$ cat src/design/atrf_pkg.sv
// Constants, types and reset values of the command response framer.
// Assumes one 50 MHz clock and an active-low asynchronous reset.

package atrf_pkg;

  // ---------------------------------------------------------------
  // Frame layout
  // ---------------------------------------------------------------
  localparam int        BYTE_W       = 8;
  localparam int        FIFO_DEPTH   = 4;
  localparam logic [7:0] DELIM_BYTE  = 8'h7e;
  localparam logic [7:0] TYPE_ANSWER = 8'h88;
  localparam logic [7:0] TYPE_REQ    = 8'h08;
  localparam logic [7:0] TYPE_QREQ   = 8'h09;
  localparam logic [7:0] CSUM_BASE   = 8'hff;
  localparam logic [15:0] HDR_LEN    = 16'h0005;
  localparam int        OFS_DELIM    = 0;
  localparam int        OFS_LENGTH   = 1;
  localparam int        OFS_TYPE     = 3;
  localparam int        OFS_TAG      = 4;
  localparam int        OFS_CMD      = 5;
  localparam int        OFS_STATUS   = 7;
  localparam int        OFS_DATA     = 8;

  // ---------------------------------------------------------------
  // Outcome codes and escape settings
  // ---------------------------------------------------------------
  localparam logic [7:0] STAT_OK      = 8'h00;
  localparam logic [7:0] STAT_ERROR   = 8'h01;
  localparam logic [7:0] STAT_BAD_CMD = 8'h02;
  localparam logic [7:0] STAT_BAD_PAR = 8'h03;
  localparam logic [7:0] ESC_NONE     = 8'h01;
  localparam logic [7:0] ESC_ESCAPED  = 8'h02;
  localparam logic [7:0] ESC_MARK     = 8'h7d;
  localparam logic [7:0] ESC_FLIP     = 8'h20;
  localparam logic [7:0] XON_BYTE     = 8'h11;
  localparam logic [7:0] XOFF_BYTE    = 8'h13;

  // ---------------------------------------------------------------
  // Framer states, Gray coded along the byte order
  // ---------------------------------------------------------------
  typedef enum logic [3:0] {
    ST_IDLE   = 4'h0,
    ST_DELIM  = 4'h1,
    ST_LEN_HI = 4'h3,
    ST_LEN_LO = 4'h2,
    ST_TYPE   = 4'h6,
    ST_TAG    = 4'h7,
    ST_CMD_HI = 4'h5,
    ST_CMD_LO = 4'h4,
    ST_STATUS = 4'hc,
    ST_DATA   = 4'hd,
    ST_CSUM   = 4'hf,
    ST_SKIP   = 4'he
  } atrf_state_t;

  typedef struct packed {
    atrf_state_t state;
    logic        req_ready;
    logic        busy;
    logic        tx_valid;
    logic [7:0]  tx_byte;
    logic        tx_last;
    logic        esc_on;
    logic        esc_pend;
    logic [7:0]  esc_byte;
    logic        esc_last;
    logic [7:0]  tag;
    logic [15:0] cmd;
    logic [7:0]  status;
    logic [7:0]  left;
    logic [15:0] length;
    logic [7:0]  sum;
  } atrf_regs_t;

  localparam atrf_regs_t REGS_RST = '{
    state     : ST_IDLE,
    req_ready : 1'b1,
    default   : '0
  };

endpackage

$ cat src/design/atrf_stream_if.sv
// Byte stream carrier between the framer and its data FIFO.
// Assumes source and sink run on the same clock.
`timescale 1ns/10ps

interface atrf_stream_if #(parameter int W = 8);
  logic         valid;
  logic         ready;
  logic [W-1:0] data;

  modport src (output valid, output data, input ready);
  modport snk (input valid, input data, output ready);
endinterface

$ cat src/design/atrf_framer.sv
// Local command response framer: turns one answered command into a
// byte-serial response frame for the host link.
// Assumes the command engine presents one request at a time with its
// returned value bytes pushed through the data port, all on one clock.
`timescale 1ns/10ps

module atrf_framer (
  input  wire logic        clock,
  input  wire logic        rstn,
  // Answer request from the command engine.
  input  wire logic        req_valid,
  output logic             req_ready,
  input  wire logic [7:0]  req_tag,
  input  wire logic [15:0] req_cmd,
  input  wire logic [7:0]  req_status,
  input  wire logic        req_query,
  input  wire logic [7:0]  req_data_len,
  // Configured value bytes for a query answer.
  input  wire logic        data_valid,
  output logic             data_ready,
  input  wire logic [7:0]  data_byte,
  // Link configuration.
  input  wire logic [7:0]  escape_setting,
  // Byte stream towards the host.
  output logic             tx_valid,
  input  wire logic        tx_ready,
  output logic [7:0]       tx_byte,
  output logic             tx_last,
  output logic             busy
);
  import atrf_pkg::*;

  // -----------------------------------------------------------------
  // Helpers
  // -----------------------------------------------------------------

  // True for the byte values that the escaped link must not carry bare.
  function automatic logic atrf_needs_escape(input logic [7:0] b);
    atrf_needs_escape = (b == DELIM_BYTE) || (b == ESC_MARK) ||
                        (b == XON_BYTE)   || (b == XOFF_BYTE);
  endfunction

  // -----------------------------------------------------------------
  // Value FIFO
  // -----------------------------------------------------------------

  // Two stream carriers: one into the FIFO and one out of it.
  atrf_stream_if #(.W(BYTE_W)) val_in ();
  atrf_stream_if #(.W(BYTE_W)) val_out ();

  // The FIFO decouples the value source from link back-pressure.
  assign val_in.valid = data_valid;
  assign val_in.data  = data_byte;
  assign data_ready   = val_in.ready;

  // Four bytes of slack let the engine run ahead of the link.
  atrf_fifo #(
    .W     (BYTE_W),
    .DEPTH (FIFO_DEPTH)
  ) u_fifo (
    .clock (clock),
    .rstn  (rstn),
    .in_s  (val_in),
    .out_s (val_out)
  );

  // -----------------------------------------------------------------
  // Framer state
  // -----------------------------------------------------------------

  // Register copy, its next value and the per-cycle byte decisions.
  atrf_regs_t  r;
  atrf_regs_t  next_r;
  logic        can;
  logic        send;
  logic        add;
  logic        raw;
  logic        last;
  logic        pop;
  logic [7:0]  b;
  logic [7:0]  n_left;

  // Ports are driven straight from the state register.
  assign req_ready     = r.req_ready;
  assign tx_valid      = r.tx_valid;
  assign tx_byte       = r.tx_byte;
  assign tx_last       = r.tx_last;
  assign busy          = r.busy;
  assign val_out.ready = pop;

  // Frame order on the link: delimiter, length high and low, type,
  // tag, two command characters, status, the value bytes of a query,
  // and the checksum. The length counts from the type byte through the
  // last value byte. A suppressed answer still drains its value bytes
  // so that the next query finds its own bytes at the head of the FIFO.

  // Next-state logic: one byte is offered per free output slot.
  always_comb begin
    next_r = r;
    send   = 1'b0;
    add    = 1'b0;
    raw    = 1'b0;
    last   = 1'b0;
    pop    = 1'b0;
    b      = '0;
    n_left = req_query ? req_data_len : 8'h00;

    // A byte taken by the host frees the output slot.
    if (r.tx_valid && tx_ready) begin
      next_r.tx_valid = 1'b0;
      next_r.tx_last  = 1'b0;
    end
    can = !r.tx_valid || tx_ready;

    case (r.state)
      // Wait for a request and latch everything the frame needs.
      ST_IDLE: begin
        // New answers are taken straight after the last one.
        if (req_valid && r.req_ready) begin
          next_r.tag    = req_tag;
          next_r.cmd    = req_cmd;
          next_r.status = req_status;
          next_r.left   = n_left;
          next_r.length = HDR_LEN + {8'h00, n_left};
          next_r.sum    = '0;
          next_r.esc_on = escape_setting == ESC_ESCAPED;
          if (req_tag == 8'h00) begin
            // Zero tag: no frame, but value bytes are still drained.
            next_r.state = (n_left != 8'h00) ? ST_SKIP : ST_IDLE;
          end else begin
            next_r.state = ST_DELIM;
          end
        end
      end

      // Start of frame; this byte is never escaped.
      ST_DELIM: begin
        send = can && !r.esc_pend;
        raw  = 1'b1;
        b    = DELIM_BYTE;
        if (send) begin
          next_r.state = ST_LEN_HI;
        end
      end

      // Upper length byte, nonzero only when a query carries more than 250 value bytes.
      ST_LEN_HI: begin
        send = can && !r.esc_pend;
        b    = r.length[15:8];
        if (send) begin
          next_r.state = ST_LEN_LO;
        end
      end

      // Lower length byte; the sum starts only after it.
      ST_LEN_LO: begin
        send = can && !r.esc_pend;
        b    = r.length[7:0];
        if (send) begin
          next_r.state = ST_TYPE;
        end
      end

      // Fixed answer type, first byte counted in the checksum.
      ST_TYPE: begin
        send = can && !r.esc_pend;
        add  = 1'b1;
        b    = TYPE_ANSWER;
        if (send) begin
          next_r.state = ST_TAG;
        end
      end

      // Echoed tag so the host can pair answer and request.
      ST_TAG: begin
        send = can && !r.esc_pend;
        add  = 1'b1;
        b    = r.tag;
        if (send) begin
          next_r.state = ST_CMD_HI;
        end
      end

      // First command character.
      ST_CMD_HI: begin
        send = can && !r.esc_pend;
        add  = 1'b1;
        b    = r.cmd[15:8];
        if (send) begin
          next_r.state = ST_CMD_LO;
        end
      end

      // Second command character.
      ST_CMD_LO: begin
        send = can && !r.esc_pend;
        add  = 1'b1;
        b    = r.cmd[7:0];
        if (send) begin
          next_r.state = ST_STATUS;
        end
      end

      // Outcome code, passed through without a range check.
      ST_STATUS: begin
        send = can && !r.esc_pend;
        add  = 1'b1;
        b    = r.status;
        if (send) begin
          // A change answer goes straight to the checksum.
          next_r.state = (r.left != 8'h00) ? ST_DATA : ST_CSUM;
        end
      end

      // Value bytes of a query, counted down to zero.
      ST_DATA: begin
        // Value bytes wait for the FIFO as well as the link.
        send = can && !r.esc_pend && val_out.valid;
        pop  = send;
        add  = 1'b1;
        b    = val_out.data;
        if (send) begin
          next_r.left = r.left - 8'h01;
          if (r.left == 8'h01) begin
            next_r.state = ST_CSUM;
          end
        end
      end

      // Closing checksum, the only byte marked as last.
      ST_CSUM: begin
        send = can && !r.esc_pend;
        last = 1'b1;
        b    = CSUM_BASE - r.sum;
        if (send) begin
          next_r.state = ST_IDLE;
        end
      end

      // No frame goes out while these bytes are dropped.
      ST_SKIP: begin
        // Suppressed answer: discard its value bytes quietly.
        pop = val_out.valid;
        if (pop) begin
          next_r.left = r.left - 8'h01;
          if (r.left == 8'h01) begin
            next_r.state = ST_IDLE;
          end
        end
      end

      // Unused codes fall back to idle.
      default: begin
        next_r.state = ST_IDLE;
      end
    endcase

    // Second half of an escaped pair goes out before anything new.
    // Every state holds back while a pair is half sent, so no new byte
    // can overtake the flipped byte that still waits here.
    if (can && r.esc_pend) begin
      next_r.tx_valid = 1'b1;
      next_r.tx_byte  = r.esc_byte;
      next_r.tx_last  = r.esc_last;
      next_r.esc_pend = 1'b0;
    end

    // Load the chosen byte, escaping it when the link asks for that.
    // The sum runs over the plain byte, never over the escape mark.
    if (send) begin
      if (add) begin
        next_r.sum = r.sum + b;
      end
      next_r.tx_valid = 1'b1;
      if (r.esc_on && !raw && atrf_needs_escape(b)) begin
        next_r.tx_byte  = ESC_MARK;
        next_r.tx_last  = 1'b0;
        next_r.esc_pend = 1'b1;
        next_r.esc_byte = b ^ ESC_FLIP;
        next_r.esc_last = last;
      end else begin
        next_r.tx_byte = b;
        next_r.tx_last = last;
      end
    end

    // Status flags are registered so the ports come from flip-flops.
    // Both look at the next state, so they agree with it on every edge.
    next_r.req_ready = next_r.state == ST_IDLE;
    next_r.busy      = (next_r.state != ST_IDLE) || next_r.tx_valid ||
                       next_r.esc_pend;
  end

  // -----------------------------------------------------------------
  // State register
  // -----------------------------------------------------------------

  // Whole framer state is held in one register.
  always_ff @(posedge clock or negedge rstn) begin
    if (!rstn) begin
      r <= REGS_RST;
    end else begin
      r <= next_r;
    end
  end

endmodule

$ cat src/design/atrf_fifo.sv
// Small flip-flop FIFO with valid and ready on both sides.
// Assumes DEPTH is a power of two and both sides share one clock.
`timescale 1ns/10ps

module atrf_fifo #(
  parameter int W     = 8,
  parameter int DEPTH = 4
) (
  input  wire logic  clock,
  input  wire logic  rstn,
  atrf_stream_if.snk in_s,
  atrf_stream_if.src out_s
);
  import atrf_pkg::*;

  localparam int AW = $clog2(DEPTH);
  localparam logic [AW:0] FULL_CNT = (AW+1)'(DEPTH);

  typedef struct packed {
    logic [DEPTH-1:0][W-1:0] mem;
    logic [AW-1:0]           wr;
    logic [AW-1:0]           rd;
    logic [AW:0]             cnt;
    logic                    in_rdy;
    logic                    out_vld;
  } atrf_fifo_regs_t;

  atrf_fifo_regs_t r;
  atrf_fifo_regs_t next_r;
  logic            push;
  logic            pop;

  // Ready and valid come from flags so both sides see clean levels.
  assign in_s.ready  = r.in_rdy;
  assign out_s.valid = r.out_vld;
  assign out_s.data  = r.mem[r.rd];

  // Pointer, count and flag update.
  always_comb begin
    next_r = r;
    push   = in_s.valid && r.in_rdy;
    pop    = r.out_vld && out_s.ready;
    if (push) begin
      next_r.mem[r.wr] = in_s.data;
      next_r.wr        = r.wr + 1'b1;
    end
    if (pop) begin
      next_r.rd = r.rd + 1'b1;
    end
    if (push && !pop) begin
      next_r.cnt = r.cnt + 1'b1;
    end else if (pop && !push) begin
      next_r.cnt = r.cnt - 1'b1;
    end
    next_r.in_rdy  = next_r.cnt != FULL_CNT;
    next_r.out_vld = next_r.cnt != '0;
  end

  // State register.
  always_ff @(posedge clock or negedge rstn) begin
    if (!rstn) begin
      r <= '{in_rdy: 1'b1, default: '0};
    end else begin
      r <= next_r;
    end
  end

endmodule

$ cat config.mk
export PLATFORM = sky130hd
export DESIGN_NAME = atrf_framer
export DESIGN_NICKNAME = d
export VERILOG_FILES = /design/src/design/atrf_pkg.sv /design/src/design/atrf_stream_if.sv /design/src/design/atrf_framer.sv /design/src/design/atrf_fifo.sv
export SDC_FILE = /design/constraint.sdc
export NUM_CORES = 1
export LEC_CHECK = 0
export ABC_AREA = 1
export CORE_ASPECT_RATIO = 1.1
export CORE_MARGIN = 2
export CORE_UTILIZATION = 50
export DETAILED_ROUTE_END_ITERATION = 6
export DONT_BUFFER_PORTS = 1
export PLACE_DENSITY = 0.64
export SETUP_SLACK_MARGIN = 0.4
export SLEW_MARGIN = 25
export SYNTH_ARGS = -nofsm -noshare
export SYNTH_HDL_FRONTEND = slang
export SYNTH_SLANG_ARGS = --single-unit
$ cat constraint.sdc
create_clock -name clock -period 7.5 [get_ports clock]
set_input_delay 1.5 -clock clock [delete_from_list [all_inputs] [get_ports clock]]
set_output_delay 1.5 -clock clock [all_outputs]
set_load 0.1 [all_outputs]
==> results of run 1 <==
routing by layer:
metal	GRT usage	share of wire	vias up	routed length (µm)
li1	-	-	2887	-
met2	0.396	0.49	134	8210
met1	0.317	0.44	2755	7250
met4	0.0907	0.022	0	365
met3	0.0612	0.046	25	769
met5	0	0	-	0
stage by stage:
stage	instance area (µm²)	setup slack (ns)	std cells
floorplan	6810	4.57	919
global placement	6880	4.04	1072
detailed placement	6880	3.92	1072
CTS	7410	4.23	1104
global route	7410	3.86	1104
finish	7410	4.23	1104
cells by family (layout without fill, tap and decap cells):
logic type | Yosys count | in the layout
AND/OR/NAND/NOR | 505 | 505
buffers and inverters | 132 | 133
flip-flops | 125 | 125
AO/OA/AOI/OAI | 122 | 122
adder cells (fa/ha/maj) | 19 | 19
XOR/XNOR | 14 | 14
multiplexers | 2 | 2
power groups by stage:
stage / sequential [W] / clock [W] / combinational (W)
2_1_floorplan: 0.00111 / 0 / 0.00109
3_5_place_dp: 0.00129 / 0 / 0.00118
4_1_cts: 0.00128 / 0.000767 / 0.00119
3_3_place_gp: 0.00128 / 0 / 0.00116
6_report: 0.00128 / 0.000748 / 0.00119
5_1_grt: 0.00132 / 0.000799 / 0.00138
worst max-delay path: cells and delay by family (launching register included):
family                     cells  cell delay (ns)
and+or+nand+nor                7             0.63
adders and majority gates      1             0.37
buffers and inverters          2             0.52
DFF                            1             0.70
xor gates and xnor gates       1             0.14
AOI/OAI and AO/OA              4             0.79
sequential cells by signal (all words and copies together) (netlist names):
register and count:
busy 1, r 72, req_ready 1, tx_byte 8, tx_last 1, tx_valid 1
u_fifo.in_s.ready 1, u_fifo.out_s.valid 1, u_fifo.r 39
layout by cell type (no fill, tap or decap), types with 5 or more instances in the layout:
master,instances
dfrtp_1,123
nand2_2,5
o22ai_1,8
o21ai_1,6
o21ai_0,72
inv_1,84
clkbuf_16,17
ha_1,18
clkinv_2,6
xor2_1,11
nor3_1,7
nand4_1,10
a21oi_1,21
nor2_1,83
nand3_1,46
nand2_1,337
inv_2,13
final cells by class:
| class | instances | area [µm²] | area share |
|---|---|---|---|
| timing repair buffer | 1 | 7.51 | 0.00101 |
| sequential | 125 | 3130 | 0.422 |
| inverter | 100 | 375 | 0.0506 |
| multi-input combinational | 662 | 3130 | 0.423 |
| clock inverter | 12 | 98.8 | 0.0133 |
| clock buffer | 20 | 437 | 0.0589 |
| tap | 184 | 230 | 0.0311 |
path summary, 6_finish.rpt:
kind,from,endpoint,slack (ns)
min in group asynchronous,rstn,u_fifo.r[12]$_DFFE_PN0P_,0.77
worst min register to register,r[70]$_DFFE_PN0P_,r[70]$_DFFE_PN0P_,0.47
worst max register to register,u_fifo.r[5]$_DFFE_PN0P_,r[6]$_DFF_PN0_,4.23
worst min-delay path,r[70]$_DFFE_PN0P_,r[70]$_DFFE_PN0P_,0.47
max in group asynchronous,rstn,req_ready$_DFF_PN1_,6.47
worst max-delay path,u_fifo.r[5]$_DFFE_PN0P_,r[6]$_DFF_PN0_,4.23
==> out/metrics.cfg, run 1 <==
[outcome]
outcome=finished, final reports clean

[grt]
grt_max_degree=126
grt_first_pass_wirelength_um=27800
grt_overflow=0
antenna_found_initial=0
grt.total_usage=0.245
grt_pass1_vias=5722

[power]
p_total_w=0.00322
power_frac_clock=0.232
ir_drop_v=0.000171
seq_power_share=0.398
combPwrFrac=0.369
power.density_nw_per_um2=435
cellLeakagePower_nw=3.92
p_sw_frac=0.449
p_int_w=0.00178
p_switching_w=0.00145

[yosys]
synth_mux_area_frac=0.00331
synth_area_leader_cell=dfrtp_1
synth_simple_gate_area_frac=0.305
synth_compound_area_frac=0.0978
synthAdderAreaFrac=0.0360
synth_area_per_cell_um2=7.41
synth_most_common_cell=nand2_1
syn_nets=1000
netlist_instances=919
synthXorXnorAreaFrac=0.0180
ys_ff_latch=125
synth_common_cells=337 x nand2_1, 123 x dfrtp_1, 84 x inv_1
yosysUniqueCellTypes=44
synth_edf_count=0
synth_top_area_share=0.452
syn_area_um2=6810
synth_area_leaders=dfrtp_1 45%, nand2_1 19%, o21ai_0 5.3%
synth-main-ff-cell=dfrtp_1
synthArstFlopShare=1.00
yosysSeqAreaShare=0.460
yosysWarnings=0
synth_top_family_by_area=simple AND/OR/NAND/NOR gates

[worst_setup_path]
cp_data_arrival_time_ns=3.58
worstSetupPathType=flip-flop to flip-flop
cpPeakStageDelay_ns=0.70
worstPathRequired_ns=7.81
end_kind=flip-flop
r2r_cells=15
cp-start-kind=flip-flop
critPathSlowestCell=dfrtp_1
path_max_fanout=19
cp_cell_sequence=inv_1 -> o21ai_0 -> a21oi_1 -> nor2_1 -> inv_1 -> ha_1 -> nand2_1 -> nor2_1 -> a211oi_1 -> nor2_1 -> o21ai_0 -> nand2_1 -> xor2_1 -> nand2_1 -> nand2_1
crit_top_cell=nand2_1

[die]
die_area_um2=14600
die_y_um=126
row_count=44
die_w_um=115
ios=75
start_util=0.513
core_area_um2=13300

[placed_design]
post-dp-hpwl_um=12100
place_congestion=0.926
port_buffers=0

[clock_network]
clockBufferDepth=2
cts_tree=built
clk_pin_slew_ns=0.06
cts.repair.resized=0
postCtsSetupBuffers=0
postCtsHoldBufs=0
cts_sinks=125
cts_root_buffer=clkbuf_16
ctsHtreeMaxLevel=4
clock_latency_ns=0.42
cts_buffers=17

[detailed_routing]
drc=0
routed_via_density=5.25
drtIter0Drc=385
wl_per_cell_um=15.0
finalWirelength_um=16600
dr.pass1.iters=5
via_count=5801
ant_nets=0

[run]
cap_violations=0

[sta]
hold_viol_final=0
final.setup.tns_ns=0
max-slew-margin-rel=0.361
finalSetupViolations=0
min_period_over_period=0.436
whs_ns=0.467
rsz0062_at_grt=no
max_freq_mhz=306
slew_viol_final=0
worst_slew_pin_slew_ns=0.959
clock_skew_ns=0.00559
final.min_clock_period_ns=3.27

[finish]
n_antenna_cell=0
fin_nets=988
utilization=0.559
nFillCells=1281
drive_gt1_frac=0.0696
syn_to_final_growth_pct=8.88

[worst_hold_path]
holdCritPathClass=flip-flop to flip-flop
min_path_cells=2

Power figures use the tool's default switching activity.
==> run 2, diff against run 1 <==
- ABC_AREA: 1 -> 0
- clock period: 7.5 -> 3.3 ns (I/O delays scaled with it)
==> run 2 against run 1 <==
  * Global-route usage rose by 2.1 points
  * Final cell count fell by 16%
  * Critical path depth fell by 4
  * Via count fell by 4.1%
  * The run now ends with negative hold slack left
  * Flip-flop and latch count did not move
  * Critical endpoint is now r[7]$_DFF_PN0_
  * Die area fell by 0.21%
  * Synthesized area fell by 0.22%
  * Hold slack got worse by 0.54 ns
  * Total power rose to 2.8 times the previous value
  * Largest cell class unchanged
  * Register-to-register slack got worse by 4.2 ns
  * Non-clock buffer count rose by 67
==> out/metrics.cfg, run 2 <==
[power]
cellLeakagePower_nw=3.74
p_total_w=0.00902
ir_drop_v=0.000450
power.density_nw_per_um2=1120

[sta]
layout_setup_ws_ns=0.0270
rsz0062_at_grt=yes
min_period_over_period=0.992
slew_viol_final=0
whs_ns=-0.0699
worst_slew_pin_slew_ns=0.932
hold_viol_final=123
final.min_clock_period_ns=3.27
clock_skew_ns=0.00699
max-slew-margin-rel=0.379
final.setup.tns_ns=0
finalSetupViolations=0
max_freq_mhz=306

[yosys]
ys_ff_latch=125
synth_area_leaders=dfrtp_1 45%, nand2_1 7.9%, mux2_2 6.6%
synth_most_common_cell=nand2_1
synth_area_per_cell_um2=9.58
synth_area_leader_cell=dfrtp_1
synth-main-ff-cell=dfrtp_1
yosysSeqAreaShare=0.461
synth_top_area_share=0.453
syn_nets=790
yosysUniqueCellTypes=69
synthArstFlopShare=1.00
netlist_instances=709
syn_area_um2=6790
synth_edf_count=0
yosysWarnings=0
synth_common_cells=143 x nand2_1, 123 x dfrtp_1, 45 x o21ai_0

[grt]
grt_first_pass_wirelength_um=29600
grt_pass1_vias=5631
grt.total_usage=0.266
grt_overflow=0
antenna_found_initial=0
grt_max_degree=126

[finish]
fin_nets=832
largest_reg_flops=72
syn_to_final_growth_pct=19.0
n_antenna_cell=0
layout_common_cells=143 x nand2_1, 117 x dfrtp_1, 58 x buf_4
drive_gt1_frac=0.242
finalNonFillerCells=925
layout_commonest_cell=nand2_1
largest_register=r

[worst_setup_path]
cp-start-kind=flip-flop
r2r_slack_ns=0.03
r2r-end=r[7]$_DFF_PN0_
worstSetupPathType=flip-flop to flip-flop
path_max_fanout=3
worstPathRequired_ns=3.61
cp_data_arrival_time_ns=3.58
r2r_cells=11
r2r-start=u_fifo.r[5]$_DFFE_PN0P_
end_kind=flip-flop

[detailed_routing]
ant_nets=0
dr.pass1.iters=5
routed_via_density=6.01
drtIter0Drc=421
wl_per_cell_um=20.0
drc=0
via_count=5562
finalWirelength_um=18500

[die]
die_w_um=115
die_y_um=126
die_area_um2=14500
start_util=0.514
core_area_um2=13200
row_count=44
ios=75

[worst_hold_path]
holdCritPathClass=input pin to asynchronous set/reset pin

[clock_network]
ctsHtreeMaxLevel=4
cts_root_buffer=clkbuf_16
cts_sinks=125
clock_latency_ns=0.42
cts_buffers=17
clk_pin_slew_ns=0.06
cts_tree=built
clockBufferDepth=2

[placed_design]
place_congestion=0.912
port_buffers=0
pre_cts_slack_ns=0.0228
post-dp-hpwl_um=13200
placed_cells=868

[outcome]
failed_checks=negative hold slack
outcome=complete, but fails checks

[run]
cap_violations=0

## run 2: changes by cell type after synthesis, moves of 7 or more
cell | previous run | this run
and2_1 | 0 | 8
nor2_1 | 83 | 29
nand2_1 | 337 | 143
and3_1 | 0 | 15
inv_2 | 13 | 1
clkbuf_1 | 12 | 25
nand3_1 | 46 | 17
o21ai_0 | 72 | 45
a211oi_1 | 2 | 9
inv_1 | 84 | 25
mux2_2 | 2 | 40
nand2b_1 | 0 | 12
a31oi_1 | 0 | 9
nor2b_1 | 0 | 7
## run 2: layer usage
layer / part of all wire / GRT usage
met1: 0.43 / 0.343
met2: 0.49 / 0.433
met3: 0.051 / 0.0626
met4: 0.032 / 0.103
met5: 0 / 0
## run 2: through the flow
step                      utilization  area, µm²
after floorplan                     -       6820
after global placement          0.541       7140
after detailed placement        0.541       7140
after CTS                       0.599       7910
after global routing            0.612       8080
final                           0.612       8080
## run 2: what timing repair did
item	4_1_cts	5_1_grt
resized for setup	26	22
endpoints found under the hold margin	123	123
setup endpoints to repair	9	21
buffers inserted	15	10
pin swaps	12	14
## run 2: worst max-delay path, stage by stage (launching register included)
cell and delay (ns):
dfrtp_2 0.41, mux4_2 0.52, a211o_1 0.36, a221oi_4 0.33, inv_2 0.10, ha_4 0.30
a21oi_4 0.07, o21bai_4 0.16, a2111oi_4 0.09, or3_1 0.38, a31o_2 0.27, a21o_1 0.16
## run 2: layout make-up
cell class | count | area, µm²
timing repair buffer | 68 | 563
tap | 161 | 201
sequential | 125 | 3140
clock inverter | 14 | 134
clock buffer | 18 | 439
fill | 1141 | 5130
inverter | 26 | 100
multi-input combinational | 513 | 3510
## run 2: kinds of logic after synthesis
family / after synthesis / share of synthesized area
and+or+nand+nor: 275 / 0.190
AOI/OAI and AO/OA: 151 / 0.151
DFF: 125 / 0.461
buffers and inverters: 71 / 0.0457
muxes: 53 / 0.0967
adders and majority gates: 19 / 0.0361
xor gates and xnor gates: 15 / 0.0193
## run 2: worst max path at each step
stage,cells past startpoint,endpoint,slack (ns),start
finish,11,r[7]$_DFF_PN0_,0.03,u_fifo.r[5]$_DFFE_PN0P_
global route,11,r[7]$_DFF_PN0_,-0.05,u_fifo.r[5]$_DFFE_PN0P_
CTS,11,r[7]$_DFF_PN0_,0.06,u_fifo.r[5]$_DFFE_PN0P_
detailed placement,11,r[7]$_DFF_PN0_,0.02,u_fifo.r[5]$_DFFE_PN0P_
global placement,14,r[7]$_DFF_PN0_,0.09,r[87]$_DFF_PN0_
floorplan,11,r[7]$_DFF_PN0_,0.27,u_fifo.r[5]$_DFFE_PN0P_
## run 2: where the power goes
part	switching (W)	internal [W]
clock network	0.000746	0.00107
logic	0.00213	0.00196
registers	0.000934	0.00219
total	0.00381	0.00521
==> run 3, diff against run 2 <==
==> constraint.sdc (replaced) <==
create_clock -name clock -period 3.3 [get_ports clock]
set_input_delay 0.66 -clock clock [delete_from_list [all_inputs] [get_ports clock]]
set_output_delay 0.66 -clock clock [all_outputs]
set_load 0.05 [all_outputs]
==> run 3 against run 2 <==
  * The flow still finishes with violations (negative hold slack)
  * Routed wire length rose by 0.84%
  * Hold slack better by 0.0024 ns
  * Combinational power increased by 1%
  * Critical path depth grew 2
  * Setup slack better by 0.082 ns
  * Via count up 0.83%
  * First-iteration DRC count increased by 5.9%
==> out/metrics.cfg, run 3 (synthesis gave the netlist of run 2 again) <==
[clock_network]
cts_tree=built
clk_pin_slew_ns=0.06
cts_buffers=17
clockBufferDepth=2
cts_sinks=125
cts_root_buffer=clkbuf_16
clock_latency_ns=0.42
ctsHtreeMaxLevel=4

[finish]
layout_common_cells=143 x nand2_1, 118 x dfrtp_1, 64 x buf_4
finalNonFillerCells=927
layout_commonest_cell=nand2_1
n_antenna_cell=0
syn_to_final_growth_pct=20.3
drive_gt1_frac=0.255
largest_reg_flops=72
largest_register=r
fin_nets=834

[sta]
max-slew-margin-rel=0.608
final.setup.tns_ns=0
whs_ns=-0.0676
max_freq_mhz=313
min_period_over_period=0.967
rsz0062_at_grt=yes
hold_viol_final=123
final.min_clock_period_ns=3.19
finalSetupViolations=0
slew_viol_final=0
layout_setup_ws_ns=0.109
clock_skew_ns=0.0124
worst_slew_pin_slew_ns=0.582

[power]
cellLeakagePower_nw=3.78
p_int_w=0.00549
power_frac_clock=0.221
power.density_nw_per_um2=1110
p_sw_frac=0.397
seq_power_share=0.325
p_switching_w=0.00361
ir_drop_v=0.000531
combPwrFrac=0.453

[detailed_routing]
finalWirelength_um=18600
drtIter0Drc=446
ant_nets=0
via_count=5608
drc=0
dr.pass1.iters=6
routed_via_density=6.05
wl_per_cell_um=20.1

[worst_setup_path]
end_kind=flip-flop
cpPeakStageDelay_ns=0.52
cp-start-kind=flip-flop
r2r_cells=13
cp_data_arrival_time_ns=3.50
r2r-end=r[7]$_DFF_PN0_
r2r_slack_ns=0.11
cp_cell_sequence=buf_6 -> buf_12 -> mux4_2 -> a211o_1 -> and3_4 -> nor2_4 -> inv_1 -> ha_4 -> or3_1 -> o21ai_1 -> or3_4 -> a31o_2 -> a21o_1
worstPathRequired_ns=3.61
worstSetupPathType=flip-flop to flip-flop
path_max_fanout=6
critPathSlowestCell=mux4_2
r2r-start=u_fifo.r[5]$_DFFE_PN0P_

[placed_design]
port_buffers=0
placed_cells=866
pre_cts_slack_ns=0.0222
place_congestion=0.926
post-dp-hpwl_um=13300

[grt]
grt.total_usage=0.274
use_met3=0.0703
grt_pass1_vias=5840
use_met1=0.344
grt-busiest-layer=met2
grt_overflow=0
grt_first_pass_wirelength_um=30600
grt_max_degree=126
antenna_found_initial=0
use_met2=0.434

[worst_hold_path]
holdCritPathClass=input pin to asynchronous set/reset pin

[die]
row_count=44
die_area_um2=14500
die_y_um=126
ios=75
core_area_um2=13200
die_w_um=115
start_util=0.514

[run]
cap_violations=0

[outcome]
outcome=complete, but fails checks
failed_checks=negative hold slack

==> run 3: stage by stage <==
stage / utilization / area, µm² / hold WS [ns] / power [W]
after floorplan: - / 6820 / 0.364 / 0.00523
after global placement: 0.540 / 7130 / 0.368 / 0.00629
after detailed placement: 0.540 / 7130 / 0.369 / 0.00642
after CTS: 0.607 / 8020 / -0.0840 / 0.00877
after global routing: 0.618 / 8170 / -0.0869 / 0.00967
final: 0.618 / 8170 / -0.0676 / 0.00911
==> run 3: routing by layer <==
| layer | part of all wire | wire, µm |
|---|---|---|
| met1 | 0.42 | 7880 |
| met2 | 0.48 | 8940 |
| met3 | 0.052 | 973 |
| met4 | 0.044 | 823 |
| met5 | 0 | 0 |
==> run 3: timing repair <==
item	CTS	global route
resized for setup	25	26
setup endpoints to repair	9	23
pin swaps	13	24
setup buffers	24	5
hold endpoints to repair	123	123
==> run 3: power by group through the flow <==
stage | Sequential [W] | Clock, W | Combinational (W)
finish | 0.00296 | 0.00202 | 0.00413
global route | 0.00304 | 0.00211 | 0.00452
CTS | 0.00295 | 0.00204 | 0.00378
detailed placement | 0.00297 | 0 | 0.00345
global placement | 0.00296 | 0 | 0.00333
floorplan | 0.00254 | 0 | 0.00269
==> run 3: worst max-delay path by stage <==
| stage | slack, ns | end | depth (start not counted) | startpoint |
|---|---|---|---|---|
| 2_1_floorplan | 0.27 | r[7]$_DFF_PN0_ | 11 | u_fifo.r[5]$_DFFE_PN0P_ |
| 3_3_place_gp | 0.10 | r[7]$_DFF_PN0_ | 11 | u_fifo.r[5]$_DFFE_PN0P_ |
| 3_5_place_dp | 0.02 | r[7]$_DFF_PN0_ | 11 | u_fifo.r[5]$_DFFE_PN0P_ |
| 4_1_cts | 0.08 | r[7]$_DFF_PN0_ | 11 | u_fifo.r[5]$_DFFE_PN0P_ |
| 5_1_grt | 0.007 | r[7]$_DFF_PN0_ | 11 | u_fifo.r[5]$_DFFE_PN0P_ |
| 6_report | 0.11 | r[7]$_DFF_PN0_ | 13 | u_fifo.r[5]$_DFFE_PN0P_ |
==> run 3: area by class of cell <==
class,instances,area (µm²)
repair buffers,70,561
clock buffers,18,429
inverters,26,101
clock inverters,14,206
fillers,1124,5040
flip-flops and latches,125,3140
multi-input cells,513,3540
well taps,161,201
==> run 3: critical path, delay by kind of cell (launching register included) <==
family / cells / cell delay, ns
AND/OR/NAND/NOR: 4 / 0.81
multiplexers: 1 / 0.52
AO/OA/AOI/OAI: 4 / 0.77
flip-flops: 1 / 0.40
adder cells (fa/ha/maj): 1 / 0.28
buffers and inverters: 3 / 0.30
